<file path="config.mk">
export PLATFORM = sky130hd
export DESIGN_NAME = rcd_frame
export DESIGN_NICKNAME = d
export VERILOG_FILES = /design/src/rtl/rcd_pkg.sv /design/src/rtl/rcd_crc16.sv /design/src/rtl/rcd_fifo.sv /design/src/rtl/rcd_frame.sv
export SDC_FILE = /design/constraint.sdc
export NUM_CORES = 1
export LEC_CHECK = 0
export BUFFER_PORTS_ARGS = -buffer_cell sky130_fd_sc_hd__buf_4
export CAP_MARGIN = 20
export CORE_ASPECT_RATIO = 1.25
export CORE_MARGIN = 2
export CORE_UTILIZATION = 45
export CTS_CLUSTER_DIAMETER = 30
export DETAILED_ROUTE_END_ITERATION = 8
export PLACE_DENSITY_LB_ADDON = 0.25
export SLEW_MARGIN = 20
export SYNTH_ARGS = -nofsm -noshare
export SYNTH_HDL_FRONTEND = slang
export SYNTH_SLANG_ARGS = --single-unit
</file>
<file path="constraint.sdc">
create_clock -name i_clock -period 6.71 [get_ports i_clock]
set_input_delay 0.671 -clock i_clock [delete_from_list [all_inputs] [get_ports i_clock]]
set_output_delay 0.671 -clock i_clock [all_outputs]
set_load 0.005 [all_outputs]
</file>
<file path="src/rtl/rcd_pkg.sv">
// shared constants for the rtu frame checker and address decoder
package rcd_pkg;
    localparam int BYTE_W = 8;
    localparam int WORD_W = 16;
    localparam int FIFO_DEPTH = 8;
    localparam logic [15:0] CRC_PRESET = 16'hffff;
    localparam logic [15:0] CRC_POLY = 16'ha001;
    localparam logic [3:0] CRC_STEPS = 4'h8;
    localparam logic [15:0] CTRL_CMD_ADDR = 16'h1000;
    localparam logic [15:0] CTRL_CMD_RESET = 16'h0000;
    localparam logic [7:0] GROUP_MAX = 8'h0f;
    localparam int ALIAS_BIT = 15;
    localparam logic [7:0] FC_READ = 8'h03;
    localparam logic [7:0] FC_WRITE = 8'h06;
    localparam logic [15:0] READ_MAX_WORDS = 16'h000c;
    localparam logic [7:0] REQ_LEN = 8'h08;
    localparam logic [7:0] EXC_FLAG = 8'h80;
    localparam logic [7:0] EXC_ADDR = 8'h02;
    localparam logic [7:0] EXC_FUNC = 8'h01;
    localparam logic [7:0] EXC_COUNT = 8'h03;
    localparam logic [7:0] BCAST_ADDR = 8'h00;
    localparam logic [2:0] CMD_FWD_RUN = 3'h1;
    localparam logic [2:0] CMD_REV_RUN = 3'h2;
    localparam logic [2:0] CMD_FWD_JOG = 3'h3;
    localparam logic [2:0] CMD_REV_JOG = 3'h4;
    localparam logic [2:0] CMD_STOP = 3'h5;
    localparam logic [2:0] CMD_COAST = 3'h6;
    localparam logic [2:0] CMD_FAULT_RST = 3'h7;
endpackage : rcd_pkg

</file>
<file path="src/rtl/rcd_crc16.sv">
// byte-serial crc16 engine, one bit per clock
`timescale 1ns/1ns
module rcd_crc16 (
    // clock and reset
    input wire logic i_clock,
    input wire logic i_rst_b,
    // control
    input wire logic i_clear,
    input wire logic i_byte_valid,
    input wire logic [7:0] i_byte,
    // result
    output logic o_busy,
    output logic [15:0] o_crc
);
    logic [15:0] crc_reg;
    logic [3:0] step_reg;
    logic [15:0] shifted;

    assign o_busy = (step_reg != 4'h0);
    assign o_crc = crc_reg;
    always_comb begin
        shifted = {1'b0, crc_reg[15:1]};
        if (crc_reg[0]) begin
            shifted = shifted ^ rcd_pkg::CRC_POLY;
        end
    end

    always_ff @(posedge i_clock) begin
        if (!i_rst_b || i_clear) begin
            crc_reg <= rcd_pkg::CRC_PRESET;
            step_reg <= 4'h0;
        end else if (step_reg != 4'h0) begin
            crc_reg <= shifted;
            step_reg <= step_reg - 4'h1;
        end else if (i_byte_valid) begin
            crc_reg <= crc_reg ^ {8'h00, i_byte};
            step_reg <= rcd_pkg::CRC_STEPS;
        end
    end

    eight_steps_a: assert property (@(posedge i_clock) disable iff (!i_rst_b)
        (i_byte_valid && !o_busy && !i_clear) |=> o_busy [*8] ##1 !o_busy)
        else $error("crc step count wrong");
endmodule : rcd_crc16

</file>
<file path="src/rtl/rcd_fifo.sv">
// small synchronous fifo with valid/ready on both sides
`timescale 1ns/1ns
module rcd_fifo #(
    parameter int WIDTH = 8,
    parameter int DEPTH = 8
) (
    // clock and reset
    input wire logic i_clock,
    input wire logic i_rst_b,
    // fill side
    input wire logic i_valid,
    input wire logic [WIDTH-1:0] i_data,
    output logic o_ready,
    // drain side
    output logic o_valid,
    output logic [WIDTH-1:0] o_data,
    input wire logic i_ready
);
    localparam int AW = $clog2(DEPTH);
    logic [WIDTH-1:0] mem [DEPTH];
    logic [AW-1:0] wr_reg;
    logic [AW-1:0] rd_reg;
    logic [AW:0] count_reg;
    logic push;
    logic pop;

    assign o_ready = (count_reg != (AW+1)'(DEPTH));
    assign o_valid = (count_reg != '0);
    assign o_data = mem[rd_reg];
    assign push = i_valid && o_ready;
    assign pop = o_valid && i_ready;

    always_ff @(posedge i_clock) begin
        if (push) begin
            mem[wr_reg] <= i_data;
        end
    end

    always_ff @(posedge i_clock) begin
        if (!i_rst_b) begin
            wr_reg <= '0;
            rd_reg <= '0;
            count_reg <= '0;
        end else begin
            if (push) begin
                wr_reg <= (wr_reg == AW'(DEPTH - 1)) ? '0 : wr_reg + AW'(1);
            end
            if (pop) begin
                rd_reg <= (rd_reg == AW'(DEPTH - 1)) ? '0 : rd_reg + AW'(1);
            end
            count_reg <= count_reg + (AW+1)'(push) - (AW+1)'(pop);
        end
    end
endmodule : rcd_fifo

</file>
<file path="src/rtl/rcd_frame.sv">
// rtu request checker, address decoder and reply builder
`timescale 1ns/1ns
// Operation
// - every frame ends in a two-byte crc computed over all bytes before it.
// - the received crc is recomputed and compared; a mismatch is a transmission error.
// - the crc accumulator starts at all ones for each frame.
// - only the eight data bits of each character enter the crc.
// - each byte is xored into the low accumulator byte before its bit steps.
// - each bit step shifts the accumulator right with a zero entering the top.
// - if the bit shifted out was one the result is xored with the reflected polynomial.
// - eight bit steps are done per byte before the next byte.
// - after the last byte the accumulator holds the frame's crc.
// - a parameter group-index maps to group in the high byte and index in the low byte.
// - parameter addresses accept groups 00 to 0f and any index byte.
// - address bit 15 set makes a write go to the volatile copy only; reads work normally.
// - the control command word is read/write and decodes codes 1 to 7; 8 is reserved. Reads here return the parameter store word, not the command register.
// - frames are delimited by at least 3.5 character times of silence.
// - function 03 reads up to 12 consecutive words and 06 writes a single word.
module rcd_frame (
    // clock and reset
    input wire logic i_clock,
    input wire logic i_rst_b,
    // received characters, data bits only, from the uart
    input wire logic [7:0] i_station,
    input wire logic i_rx_valid,
    input wire logic [7:0] i_rx_byte,
    input wire logic i_frame_gap,
    // reply characters to the uart
    output logic o_tx_valid,
    output logic [7:0] o_tx_byte,
    input wire logic i_tx_ready,
    // parameter store port
    output logic o_par_req,
    output logic o_par_write,
    output logic o_par_volatile,
    output logic [15:0] o_par_addr,
    output logic [15:0] o_par_wdata,
    input wire logic [15:0] i_par_rdata,
    // drive command decode
    output logic [15:0] o_ctrl_cmd,
    output logic o_cmd_fwd_run,
    output logic o_cmd_rev_run,
    output logic o_cmd_fwd_jog,
    output logic o_cmd_rev_jog,
    output logic o_cmd_stop,
    output logic o_cmd_coast,
    output logic o_cmd_fault_rst,
    output logic o_crc_error
);
    typedef enum logic [2:0] {
        ST_RECV = 3'b000,
        ST_CHECK = 3'b001,
        ST_EXEC = 3'b010,
        ST_WORD = 3'b011,
        ST_CRC = 3'b100,
        ST_DROP = 3'b101
    } rcd_state_type;

    rcd_state_type state_reg;
    logic [7:0] req_reg [8];
    logic [7:0] len_reg;
    logic [15:0] ctrl_reg;
    logic [15:0] addr_reg;
    logic [15:0] left_reg;
    logic [1:0] crc_ph_reg;
    logic crc_err_reg;
    logic crc_clear;
    logic crc_feed;
    logic [7:0] crc_byte;
    logic crc_busy;
    logic [15:0] crc_val;
    logic q_valid;
    logic [7:0] q_byte;
    logic q_ready;
    logic [15:0] req_addr;
    logic [15:0] req_data;
    logic [14:0] plain_addr;
    logic addr_ok;
    logic is_ctrl;
    logic [7:0] func;
    logic cmd_pulse;

    assign func = req_reg[1];
    assign req_addr = {req_reg[2], req_reg[3]};
    assign req_data = {req_reg[4], req_reg[5]};
    assign plain_addr = req_addr[14:0];
    assign is_ctrl = (req_addr == rcd_pkg::CTRL_CMD_ADDR);
    assign addr_ok = is_ctrl || (plain_addr[14:8] <= 7'(rcd_pkg::GROUP_MAX));

    rcd_crc16 u_crc (
        .i_clock(i_clock),
        .i_rst_b(i_rst_b),
        .i_clear(crc_clear),
        .i_byte_valid(crc_feed),
        .i_byte(crc_byte),
        .o_busy(crc_busy),
        .o_crc(crc_val)
    );

    rcd_fifo #(.WIDTH(rcd_pkg::BYTE_W), .DEPTH(rcd_pkg::FIFO_DEPTH)) u_txq (
        .i_clock(i_clock),
        .i_rst_b(i_rst_b),
        .i_valid(q_valid),
        .i_data(q_byte),
        .o_ready(q_ready),
        .o_valid(o_tx_valid),
        .o_data(o_tx_byte),
        .i_ready(i_tx_ready)
    );

    // crc feed: received bytes before the crc pair while receiving, reply bytes before the crc pair while sending
    // a good frame's gap keeps the sum for the check; restart after the check and after the reply
    assign crc_clear = (state_reg == ST_RECV && i_frame_gap && len_reg != rcd_pkg::REQ_LEN)
        || (state_reg == ST_CHECK && !crc_busy)
        || (state_reg == ST_CRC && q_valid && q_ready && crc_ph_reg[0]);
    always_comb begin
        crc_feed = 1'b0;
        crc_byte = 8'h00;
        if (state_reg == ST_RECV && i_rx_valid && len_reg < rcd_pkg::REQ_LEN - 8'h2) begin
            crc_feed = 1'b1;
            crc_byte = i_rx_byte;
        end else if (q_valid && q_ready && state_reg != ST_CRC) begin
            crc_feed = 1'b1;
            crc_byte = q_byte;
        end
    end

    // reply byte source; queue fill stalls on crc busy and queue full
    always_comb begin
        q_valid = 1'b0;
        q_byte = 8'h00;
        if (!crc_busy) begin
            unique case (state_reg)
                ST_EXEC: begin
                    // header bytes may be zero; only a broadcast stays silent
                    q_valid = (req_reg[0] != rcd_pkg::BCAST_ADDR);
                    q_byte = left_reg[7:0];
                end
                ST_WORD: begin
                    q_valid = 1'b1;
                    q_byte = left_reg[7:0];
                end
                ST_CRC: begin
                    q_valid = 1'b1;
                    q_byte = crc_ph_reg[0] ? crc_val[15:8] : crc_val[7:0];
                end
                default: begin
                    q_valid = 1'b0;
                end
            endcase
        end
    end

    // left_reg doubles as an opcode/byte shuttle: in exec, low byte is next header byte
    always_ff @(posedge i_clock) begin
        if (!i_rst_b) begin
            state_reg <= ST_RECV;
            len_reg <= 8'h00;
            addr_reg <= 16'h0000;
            left_reg <= 16'h0000;
            crc_ph_reg <= 2'h0;
            crc_err_reg <= 1'b0;
            for (int k = 0; k < 8; k++) begin
                req_reg[k] <= 8'h00;
            end
        end else begin
            crc_err_reg <= 1'b0;
            unique case (state_reg)
                ST_RECV: begin
                    if (i_frame_gap) begin
                        len_reg <= 8'h00;
                        if (len_reg == rcd_pkg::REQ_LEN) begin
                            state_reg <= ST_CHECK;
                        end
                    end else if (i_rx_valid && len_reg < rcd_pkg::REQ_LEN) begin
                        req_reg[len_reg[2:0]] <= i_rx_byte;
                        len_reg <= len_reg + 8'h1;
                    end else if (i_rx_valid) begin
                        len_reg <= 8'hff;
                    end
                end
                ST_CHECK: begin
                    if (!crc_busy) begin
                        if (crc_val != {req_reg[7], req_reg[6]}) begin
                            crc_err_reg <= 1'b1;
                            state_reg <= ST_RECV;
                        end else if (req_reg[0] != i_station && req_reg[0] != rcd_pkg::BCAST_ADDR) begin
                            state_reg <= ST_RECV;
                        end else begin
                            state_reg <= ST_EXEC;
                            addr_reg <= req_addr;
                            left_reg <= {8'h00, req_reg[0]};
                            crc_ph_reg <= 2'h0;
                        end
                    end
                end
                ST_EXEC: begin
                    if (req_reg[0] == rcd_pkg::BCAST_ADDR) begin
                        state_reg <= ST_RECV;
                    end else if (q_valid && q_ready) begin
                        crc_ph_reg <= crc_ph_reg + 2'h1;
                        if (func == rcd_pkg::FC_WRITE && addr_ok) begin
                            // echo header: station, func, addr hi/lo, data hi/lo
                            unique case (crc_ph_reg)
                                2'h0: left_reg <= {8'h00, func};
                                2'h1: left_reg <= {8'h00, req_reg[2]};
                                2'h2: left_reg <= {8'h00, req_reg[3]};
                                default: left_reg <= {8'h00, req_reg[4]};
                            endcase
                            if (crc_ph_reg == 2'h3) begin
                                state_reg <= ST_WORD;
                                left_reg <= {8'h01, req_reg[4]};
                            end
                        end else if (func == rcd_pkg::FC_READ && addr_ok
                                     && req_data != 16'h0 && req_data <= rcd_pkg::READ_MAX_WORDS) begin
                            unique case (crc_ph_reg)
                                2'h0: left_reg <= {8'h00, func};
                                default: left_reg <= {8'h00, req_data[6:0], 1'b0};
                            endcase
                            if (crc_ph_reg == 2'h2) begin
                                state_reg <= ST_WORD;
                                left_reg <= {req_data[7:0], i_par_rdata[15:8]};
                                crc_ph_reg <= 2'h0;
                            end
                        end else begin
                            unique case (crc_ph_reg)
                                2'h0: left_reg <= {8'h00, func | rcd_pkg::EXC_FLAG};
                                default: left_reg <= {8'h00, (func != rcd_pkg::FC_READ && func != rcd_pkg::FC_WRITE)
                                    ? rcd_pkg::EXC_FUNC : (addr_ok ? rcd_pkg::EXC_COUNT : rcd_pkg::EXC_ADDR)};
                            endcase
                            if (crc_ph_reg == 2'h2) begin
                                state_reg <= ST_CRC;
                                crc_ph_reg <= 2'h0;
                            end
                        end
                    end
                end
                ST_WORD: begin
                    if (q_valid && q_ready) begin
                        if (func == rcd_pkg::FC_WRITE) begin
                            left_reg <= {8'h00, req_reg[5]};
                            if (left_reg[15:8] == 8'h00) begin
                                state_reg <= ST_CRC;
                                crc_ph_reg <= 2'h0;
                            end
                        end else if (crc_ph_reg[0] == 1'b0) begin
                            left_reg <= {left_reg[15:8], i_par_rdata[7:0]};
                            crc_ph_reg <= 2'h1;
                        end else if (left_reg[15:8] == 8'h01) begin
                            state_reg <= ST_CRC;
                            crc_ph_reg <= 2'h0;
                        end else begin
                            addr_reg <= addr_reg + 16'h1;
                            left_reg <= {left_reg[15:8] - 8'h1, 8'h00};
                            crc_ph_reg <= 2'h2;
                        end
                    end
                end
                ST_CRC: begin
                    if (q_valid && q_ready) begin
                        crc_ph_reg <= crc_ph_reg + 2'h1;
                        if (crc_ph_reg[0]) begin
                            state_reg <= ST_RECV;
                        end
                    end
                end
                default: begin
                    state_reg <= ST_RECV;
                end
            endcase
            if (state_reg == ST_WORD && crc_ph_reg == 2'h2) begin
                left_reg <= {left_reg[15:8], i_par_rdata[15:8]};
                crc_ph_reg <= 2'h0;
            end
        end
    end

    // parameter store access; bit 15 selects the ram-only copy
    assign o_par_addr = (state_reg == ST_WORD) ? addr_reg : req_addr;
    assign o_par_volatile = o_par_addr[rcd_pkg::ALIAS_BIT];
    assign o_par_wdata = req_data;
    assign cmd_pulse = (state_reg == ST_EXEC) && (crc_ph_reg == 2'h0) && (req_reg[0] == rcd_pkg::BCAST_ADDR || q_valid
        && q_ready) && func == rcd_pkg::FC_WRITE && addr_ok;
    assign o_par_write = cmd_pulse && !is_ctrl;
    assign o_par_req = o_par_write || (state_reg == ST_WORD && func == rcd_pkg::FC_READ)
        || (state_reg == ST_EXEC && func == rcd_pkg::FC_READ);
    assign o_crc_error = crc_err_reg;

    // control command word: stored on write, reads come back through the store path
    always_ff @(posedge i_clock) begin
        if (!i_rst_b) begin
            ctrl_reg <= rcd_pkg::CTRL_CMD_RESET;
        end else if (cmd_pulse && is_ctrl) begin
            ctrl_reg <= req_data;
        end
    end
    assign o_ctrl_cmd = ctrl_reg;
    // code 8 and above decode to nothing
    assign o_cmd_fwd_run = ctrl_reg == {13'h0, rcd_pkg::CMD_FWD_RUN};
    assign o_cmd_rev_run = ctrl_reg == {13'h0, rcd_pkg::CMD_REV_RUN};
    assign o_cmd_fwd_jog = ctrl_reg == {13'h0, rcd_pkg::CMD_FWD_JOG};
    assign o_cmd_rev_jog = ctrl_reg == {13'h0, rcd_pkg::CMD_REV_JOG};
    assign o_cmd_stop = ctrl_reg == {13'h0, rcd_pkg::CMD_STOP};
    assign o_cmd_coast = ctrl_reg == {13'h0, rcd_pkg::CMD_COAST};
    assign o_cmd_fault_rst = ctrl_reg == {13'h0, rcd_pkg::CMD_FAULT_RST};

    bad_crc_drop_a: assert property (@(posedge i_clock) disable iff (!i_rst_b)
        o_crc_error |-> state_reg == ST_RECV && !o_par_write)
        else $error("bad crc frame not dropped");
    ctrl_write_a: assert property (@(posedge i_clock) disable iff (!i_rst_b)
        (cmd_pulse && is_ctrl) |=> o_ctrl_cmd == $past(req_data))
        else $error("control word not stored");
    alias_ram_a: assert property (@(posedge i_clock) disable iff (!i_rst_b)
        o_par_write |-> o_par_volatile == req_addr[15])
        else $error("alias bit not honoured");
    group_range_a: assert property (@(posedge i_clock) disable iff (!i_rst_b)
        o_par_write |-> req_addr[14:8] <= 7'h0f)
        else $error("group out of range written");
    crc_low_first_a: assert property (@(posedge i_clock) disable iff (!i_rst_b)
        (state_reg == ST_CRC && q_valid && q_ready && !crc_ph_reg[0]) |-> q_byte == crc_val[7:0])
        else $error("crc low byte not first");
    crc_preset_a: assert property (@(posedge i_clock) disable iff (!i_rst_b)
        crc_clear |=> crc_val == 16'hffff)
        else $error("crc not preset");
    no_bcast_reply_a: assert property (@(posedge i_clock) disable iff (!i_rst_b)
        (state_reg == ST_EXEC && req_reg[0] == 8'h00) |=> state_reg == ST_RECV)
        else $error("broadcast answered");
    check_wait_a: assert property (@(posedge i_clock) disable iff (!i_rst_b)
        state_reg == ST_CHECK |-> ##[1:9] state_reg != ST_CHECK)
        else $error("crc check stuck");
endmodule : rcd_frame

</file>
==> summary.txt, run 1 <==
Global routing
  • Overflow after GRT: 0
  • Largest net degree at the start of global routing: 55
  • Vias in the first global route: 9104
  • Antenna violations before repair: 1
  • Gr usage total: 24.56%
  • Global-route wire length before repair: 50.83 mm

CTS
  • H-tree Lvls: 2
  • TritonCTS sink count: 223
  • CTS resizes: 0
  • Clock root buffer: clkbuf_16
  • CTS tree: yes
  • Clk slew on worst S/H paths: 50 ps
  • Max Buffers Root-to-Sink: 3
  • Worst-Skew Late Latency: 530 ps
  • Number of CTS-inserted buffers: 41
  • Hold-fix buffers, CTS: 0
  • Postcts setup bufs: 0

Status
  • Status: finished clean

Placement
  • HPWL Detailed: 22.57 mm
  • IO buf count: 104
  • Post-place setup slack: 3060 ps
  • Placer Congestion: 0.9626
  • Placed inst area: 12370 µm²
  • Dpl cells: 1506

Power and ir drop
  • Flop pwr share: 35.7%
  • Peak VDD IR: 194.3 µV
  • Internal: 3.483 mW
  • NetSw: 1.615 mW
  • P_leak: 5.159 nW
  • Combinational cell fraction of total power: 23.2%
  • Pwr/cell area: 368.8 nW/µm²
  • Switching share of power: 31.68%
  • Clock group share of total power: 41.0%
  • Final Power: 5.098 mW

Min path
  • Worst hold start: len_reg[6]
  • Tightest Hold Check Type: register to register

Timing
  • Setup TNS: 0 ps
  • Part of the cycle the worst path needs: 55.51%
  • Crit path time final: 3725 ps
  • Final worst slack: 2986 ps
  • # setup viols final: 0
  • Slew headroom: 29.83%
  • WHS: 458.0 ps
  • Slew Limit Fails: 0
  • Worst clock skew: 21.49 ps
  • F_max: 0.2685 GHz
  • Slew @ Worst Pin: 1051 ps
  • Unrepaired setup endpoints after global routing: no
  • Final Hold Viols: 0

Worst setup path
  • Worst setup SP type: register
  • Worst setup startpoint: req_reg[1][0]
  • Crit Path Max Fanout: 10
  • CP top delay family: simple AND/OR/NAND/NOR gates
  • CP Cell Sequence: or4b_4, or2_1, nor2_8, nand2_4, nor3b_1, o21bai_1, buf_4
  • CP endpoint kind: primary output
  • R2r startpoint: crc_ph_reg[0]
  • Worst EP arrival: 3050 ps
  • Slowest cell on the critical path: or4b_4
  • Crit Path Category: register to primary output
  • Critical Path RT: 6040 ps
  • WP buf/inv: 1
  • Crit-path max cell delay: 630 ps

Synthesis
  • Synthesized netlist net count: 1176
  • Main synth FF type: edfxtp_1
  • Register area share after synthesis: 50.68%
  • Post-Syn Instances: 1119
  • Ys Warns: 0
  • Number of enable flip-flop cells after synthesis: 128
  • Number of synthesized register bits: 223
  • Cell Area, Synth: 11340 µm²
  • Async S/R FF share, synth: 0%
  • Synth cell types: 85
  • Synthesized area per cell: 10.13 µm²

Floorplan
  • Io pins: 105
  • Initial Utilization: 46.12%
  • DIE WIDTH: 146.0 µm
  • Row Count: 64
  • Core area: 24580 µm²
  • Die Area: 26490 µm²
  • Height of the die: 181.5 µm

Cells and area
  • Layout area overhead: 21.93%
  • Final instance area: 13820 µm²
  • Post-layout util: 56.23%
  • Antenna diode count: 0
  • # nets final: 1276
  • Final cell count without fillers: 1582
  • Layout cells sized above 1: 18.85%

Route
  • Antenna Nets Post-Route: 0
  • Vias per cell: 5.838
  • Via Count: 9236
  • WL per Instance: 20.66 µm
  • DR pass1 iterations: 6
  • Post-Route WL: 32.68 mm
  • Drt drc: 0
  • First DRT Iteration DRCs: 661

Flow run
  • Max_cap viols: 0
[worst paths after layout]
kind / slack [ps] / cells after the start / to
worst max-delay path: 2990 / 7 / o_par_req
worst min-delay path: 460 / 2 / len_reg[6]
worst max register to register: 3010 / 8 / left_reg[10]
worst min register to register: 460 / 2 / len_reg[6]
[kinds of logic (layout without fill, tap and decap cells)]
kind of cell    after synthesis  in the layout  share of synthesized area, %
compound gates              243            243                         13.98
flops                       223            223                         50.68
fa+ha+maj                    20             20                         2.274
simple gates                469            469                         21.11
xor+xnor                     37             37                         2.858
buf+inv                      77            210                         2.825
mux                          50             50                         6.269
[synthesized netlist by cell type, drive strengths merged (18+ instances only)]
cell type | instances | area share, %
and2 | 71 | 3.9
inv | 20 | 0.66
a21oi | 67 | 3.0
dfxtp | 95 | 17
nand3 | 24 | 1.1
edfxtp | 128 | 34
xnor2 | 19 | 1.5
mux2i | 26 | 2.3
clkbuf | 40 | 1.3
nand2 | 165 | 5.5
nor2 | 92 | 3.3
nor3 | 25 | 1.2
ha | 19 | 2.1
o21ai | 59 | 2.6
xor2 | 18 | 1.4
[power groups by stage]
stage               clock (mW)  sequential (mW)  combinational [mW]
finish                    2.09             1.82                1.18
global route              2.18             1.84                1.32
CTS                       2.11             1.82                1.18
detailed placement           0             1.84                1.17
global placement             0             1.84                1.15
floorplan                    0             1.73               0.901
[layout make-up]
class | count | area [µm²]
Clock buffer | 49 | 1119
Fill cell | 2159 | 10760
Sequential cell | 223 | 5747
Timing Repair Buffer | 113 | 848.3
Inverter | 21 | 78.83
Clock inverter | 27 | 309.0
Tap cell | 330 | 412.9
Multi-Input combinational cell | 819 | 5309
[worst reg2reg max path, stage by stage, from the launching register on]
cell and delay [ps]:
dfxtp_1 810, inv_1 230, ha_1 510, nand2_1 410, o21ai_1 100, o21ba_2 290, a21boi_1 760, o21ai_0 220
a31o_1 260
[layout by cell type, fill, tap and decap left out, types with 10 or more instances in the layout]
cell type	count
a21oi_1	67
a31oi_1	15
and2_1	71
buf_4	113
clkbuf_16	43
dfxtp_1	94
edfxtp_1	128
ha_1	19
inv_1	18
mux2i_1	26
mux4_2	16
nand2_1	164
nand3_1	24
nand4_1	12
nor2_1	89
nor3_1	21
nor4_1	13
o211ai_1	14
o21ai_0	46
o21ai_1	12
o31ai_1	10
xnor2_1	19
xor2_1	18
[layer usage]
layer	global-route usage (%)	routed length (µm)	up-vias
li1	-	-	4348
met1	29.34	12690	4452
met2	42.66	16570	338
met3	3.970	1939	98
met4	12.71	1473	0
met5	0	0	-
(Power assumes the default switching activity.)
==> run 2: changes to the inputs <==
- clock period: 6.71 -> 3.8 ns (I/O delays scaled with it)
==> summary.txt, run 2 (synthesis results as in run 1) <==
Status
  • Status: finished clean

Cells and area
  • # nets final: 1302
  • Most common cell after layout, fill and taps aside: nand2_1
  • FILL cells: 2145
  • Final cell count without fillers: 1605
  • Antenna diode count: 0
  • Layout cells sized above 1: 19.76%
  • Layout area overhead: 22.46%
  • Most frequent cells in the layout: 164 x nand2_1, 141 x buf_4, 128 x edfxtp_1

Timing
  • F_max: 0.3024 GHz
  • Slew @ Worst Pin: 1043 ps
  • Crit path time final: 3307 ps
  • Slew Limit Fails: 0
  • Final Hold Viols: 0
  • Unrepaired setup endpoints after global routing: no
  • Worst clock skew: 21.14 ps
  • # setup viols final: 0
  • Slew headroom: 30.49%
  • Part of the cycle the worst path needs: 87.03%
  • Setup TNS: 0 ps

Power and ir drop
  • Combinational cell fraction of total power: 24.8%
  • Flop pwr share: 36.1%
  • Peak VDD IR: 414.4 µV
  • Switching share of power: 32.07%
  • Internal: 5.978 mW
  • P_leak: 5.245 nW
  • NetSw: 2.822 mW
  • Pwr/cell area: 633.8 nW/µm²
  • Clock group share of total power: 39.0%

CTS
  • Postcts setup bufs: 0
  • Clk slew on worst S/H paths: 50 ps
  • CTS resizes: 0
  • TritonCTS sink count: 223
  • Worst-Skew Late Latency: 520 ps
  • Max Buffers Root-to-Sink: 3
  • Number of CTS-inserted buffers: 39
  • CTS tree: yes
  • Hold-fix buffers, CTS: 0
  • Clock root buffer: clkbuf_16
  • H-tree Lvls: 2

Worst setup path
  • Crit Path Category: register to primary output
  • Critical Path RT: 3420 ps
  • Crit Path Max Fanout: 10
  • Worst setup SP type: register
  • Crit-path max cell delay: 620 ps
  • CP endpoint kind: primary output
  • Slowest cell on the critical path: or4b_4
  • Worst EP arrival: 2930 ps
  • CP Cell Sequence: or4b_4, or2_1, nor2_8, nand2_4, nor3b_1, o21bai_1, buf_4

Global routing
  • Antenna violations before repair: 3
  • Vias in the first global route: 8909
  • Overflow after GRT: 0
  • Global-route wire length before repair: 51.35 mm
  • Largest net degree at the start of global routing: 55
  • Gr usage total: 24.80%

Floorplan
  • Core area: 24580 µm²
  • DIE WIDTH: 146.0 µm
  • Height of the die: 181.5 µm
  • Row Count: 64
  • Io pins: 105
  • Initial Utilization: 46.12%
  • Die Area: 26490 µm²

Placement
  • HPWL Detailed: 23.24 mm
  • IO buf count: 104
  • Placer Congestion: 0.9499
  • Dpl cells: 1534

Route
  • First DRT Iteration DRCs: 744
  • Antenna Nets Post-Route: 0
  • WL per Instance: 20.61 µm
  • Via Count: 9242
  • Post-Route WL: 33.08 mm
  • Vias per cell: 5.758
  • Drt drc: 0
  • DR pass1 iterations: 6

Min path
  • Tightest Hold Check Type: primary input to register

Flow run
  • Max_cap viols: 0
==> run 2: cell count changes in the layout (fill, tap and decap cells not counted), sizes merged <==
cell,change
bufinv,-2
clkbuf,+1
clkinvlp,-3
buf,+28
clkinv,-1
==> run 2: worst max-delay path, delay by kind of cell (launching register included) <==
family	cells	cell delay (ps)
AND/OR/NAND/NOR	5	1610
flip-flops	1	500
AO/OA/AOI/OAI	1	170
buffers and inverters	1	140
==> run 2: worst paths after layout <==
check	to	startpoint	cells after the start	slack (ps)
setup / recovery	o_par_req	req_reg[1][0]	7	490
hold / removal	left_reg[1]	i_par_rdata[9]	3	230
setup reg to reg	u_txq.count_reg[3]	req_reg[0][5]	9	770
hold reg to reg	len_reg[5]	len_reg[5]	2	450
==> run 2: cell type report <==
type	count	area [µm²]	share of cell area (%)
sequential	223	5746	41.38
inverter	21	78.83	0.5678
clock buffer	50	1101	7.931
timing repair buffer	141	1059	7.624
multi-input combinational	819	5278	38.01
tap	330	412.9	2.974
clock inverter	21	209.0	1.505
==> run 2: per-layer routing <==
metal	up-vias	wire, µm	track usage (%)
met3	76	1663	3.291
met2	322	17100	44.87
met5	-	0	0
li1	4400	-	-
met1	4444	13150	30.04
met4	0	1161	9.294
==> run 2: power groups by stage <==
| stage | logic [mW] | clock network, mW | registers [mW] |
|---|---|---|---|
| global placement | 2.13 | 0 | 3.22 |
| finish | 2.18 | 3.44 | 3.18 |
| floorplan | 1.59 | 0 | 3.06 |
| CTS | 2.18 | 3.48 | 3.18 |
| global route | 2.42 | 3.58 | 3.21 |
| detailed placement | 2.17 | 0 | 3.22 |
==> run 2: per-stage QoR <==
stage / worst slack [ps] / power (mW) / utilization [%] / hold slack (ps) / area, µm²
finish: 493.0 / 8.799 / 56.47 / 226.1 / 13880
global route: 338.2 / 9.213 / 56.47 / 242.3 / 13880
CTS: 467.1 / 8.832 / 56.47 / 204.9 / 13880
detailed placement: 785.1 / 5.388 / 51.15 / 448.9 / 12570
global placement: 865.9 / 5.350 / 51.15 / 443.5 / 12570
floorplan: 852.2 / 4.646 / - / 428.8 / 11340
==> run 3: changes to the inputs <==
- clock period: 3.8 -> 3.6 ns (I/O delays scaled with it)
==> summary.txt, run 3 (synthesis results as in run 1) <==
Status
  • Status: finished clean

Timing
  • Part of the cycle the worst path needs: 94.92%
  • Setup TNS: 0 ps
  • Worst clock skew: 31.39 ps
  • Slew headroom: 30.96%
  • Final Hold Viols: 0
  • Slew @ Worst Pin: 1036 ps
  • # setup viols final: 0
  • Final worst slack: 183.0 ps
  • Crit path time final: 3417 ps
  • Slew Limit Fails: 0
  • WHS: 180.2 ps
  • Unrepaired setup endpoints after global routing: no
  • F_max: 0.2927 GHz

Global routing
  • Gr usage total: 24.39%
  • Global-route wire length before repair: 50.76 mm
  • Antenna violations before repair: 2
  • Overflow after GRT: 0
  • Largest net degree at the start of global routing: 55
  • Vias in the first global route: 9177

Worst setup path
  • Worst setup SP type: register
  • Crit Path Max Fanout: 10
  • Worst EP arrival: 3060 ps
  • R2r worst-path depth: 7
  • Crit Path Category: register to primary output
  • Worst setup startpoint: req_reg[1][0]
  • R2r startpoint: req_reg[0][1]
  • CP endpoint kind: primary output
  • Critical Path RT: 3240 ps

Floorplan
  • Initial Utilization: 46.12%
  • Die Area: 26490 µm²
  • Height of the die: 181.5 µm
  • Core area: 24580 µm²
  • Row Count: 64
  • Io pins: 105
  • DIE WIDTH: 146.0 µm

Route
  • Drt drc: 0
  • Vias per cell: 5.768
  • First DRT Iteration DRCs: 781
  • DR pass1 iterations: 7
  • Via Count: 9263
  • WL per Instance: 20.30 µm
  • Post-Route WL: 32.60 mm
  • Antenna Nets Post-Route: 0

Cells and area
  • Most frequent cells in the layout: 164 x nand2_1, 139 x buf_4, 128 x edfxtp_1
  • Antenna diode count: 0
  • Layout area overhead: 22.70%
  • Most common cell after layout, fill and taps aside: nand2_1
  • Final instance area: 13910 µm²
  • # nets final: 1301
  • Layout cells sized above 1: 19.91%

Placement
  • IO buf count: 104
  • Post-place setup slack: 765.2 ps
  • HPWL Detailed: 23.31 mm
  • Placed inst area: 12560 µm²
  • Placer Congestion: 0.9733

CTS
  • Worst-Skew Late Latency: 540 ps
  • TritonCTS sink count: 223
  • Clock root buffer: clkbuf_16
  • Postcts setup bufs: 0
  • Hold-fix buffers, CTS: 0
  • Number of CTS-inserted buffers: 40
  • CTS tree: yes
  • Clk slew on worst S/H paths: 60 ps
  • Max Buffers Root-to-Sink: 3
  • H-tree Lvls: 2
  • CTS resizes: 0

Min path
  • Tightest Hold Check Type: primary input to register
  • Hold Crit Depth: 3
  • Worst hold start: i_par_rdata[11]

Power and ir drop
  • Peak VDD IR: 524.9 µV
  • P_leak: 5.249 nW
  • Pwr/cell area: 668.6 nW/µm²

Flow run
  • Max_cap viols: 0
run 3: cell count changes in the layout (fill, tap and decap cells not counted), sizes merged:
cell      previous run  this run
clkinv              10        14
buf                141       139
clkbuf              50        48
clkinvlp             3         5
inv                 27        26
run 3: worst max-delay path: stages, from the launching register on:
cell	delay (ps)
edfxtp_1	460
or4b_4	610
or2_1	360
nor2_8	250
nand2_4	100
nor3b_1	380
o21bai_1	210
buf_4	160
run 3: final timing paths:
check	end	slack [ps]
worst max register to register	addr_reg[0]	660
worst min register to register	len_reg[4]	460
worst max-delay path	o_par_req	180
worst min-delay path	left_reg[3]	180
run 3: through the flow:
step                std cells  total power [mW]  util [%]
finish                   1606             9.300     56.59
global route             1606             9.750     56.59
CTS                      1606             9.347     56.59
detailed placement       1532             5.643     51.08
global placement         1532             5.604     51.08
floorplan                1119             4.905         -
run 3: report_power, final:
part / switching, mW / internal [mW] / total (mW)
registers: 0.303 / 3.03 / 3.34
logic: 1.35 / 0.938 / 2.28
clock network: 1.33 / 2.35 / 3.68
run 3: layer usage:
metal | track usage (%) | wire (µm) | vias up
met4 | 10.39 | 1374 | 0
met2 | 42.98 | 16320 | 362
met5 | 0 | 0 | -
met3 | 4.196 | 1998 | 102
met1 | 29.40 | 12910 | 4407
li1 | - | - | 4392
run 3: area by class of cell:
type	instances	area, µm²
Timing Repair Buffer	139	1044
Clock buffer	48	1092
Inverter	21	78.83
Sequential cell	223	5746
Fill cell	2176	10670
Clock inverter	26	260.3
Multi-Input combinational cell	819	5278
Tap cell	330	412.9
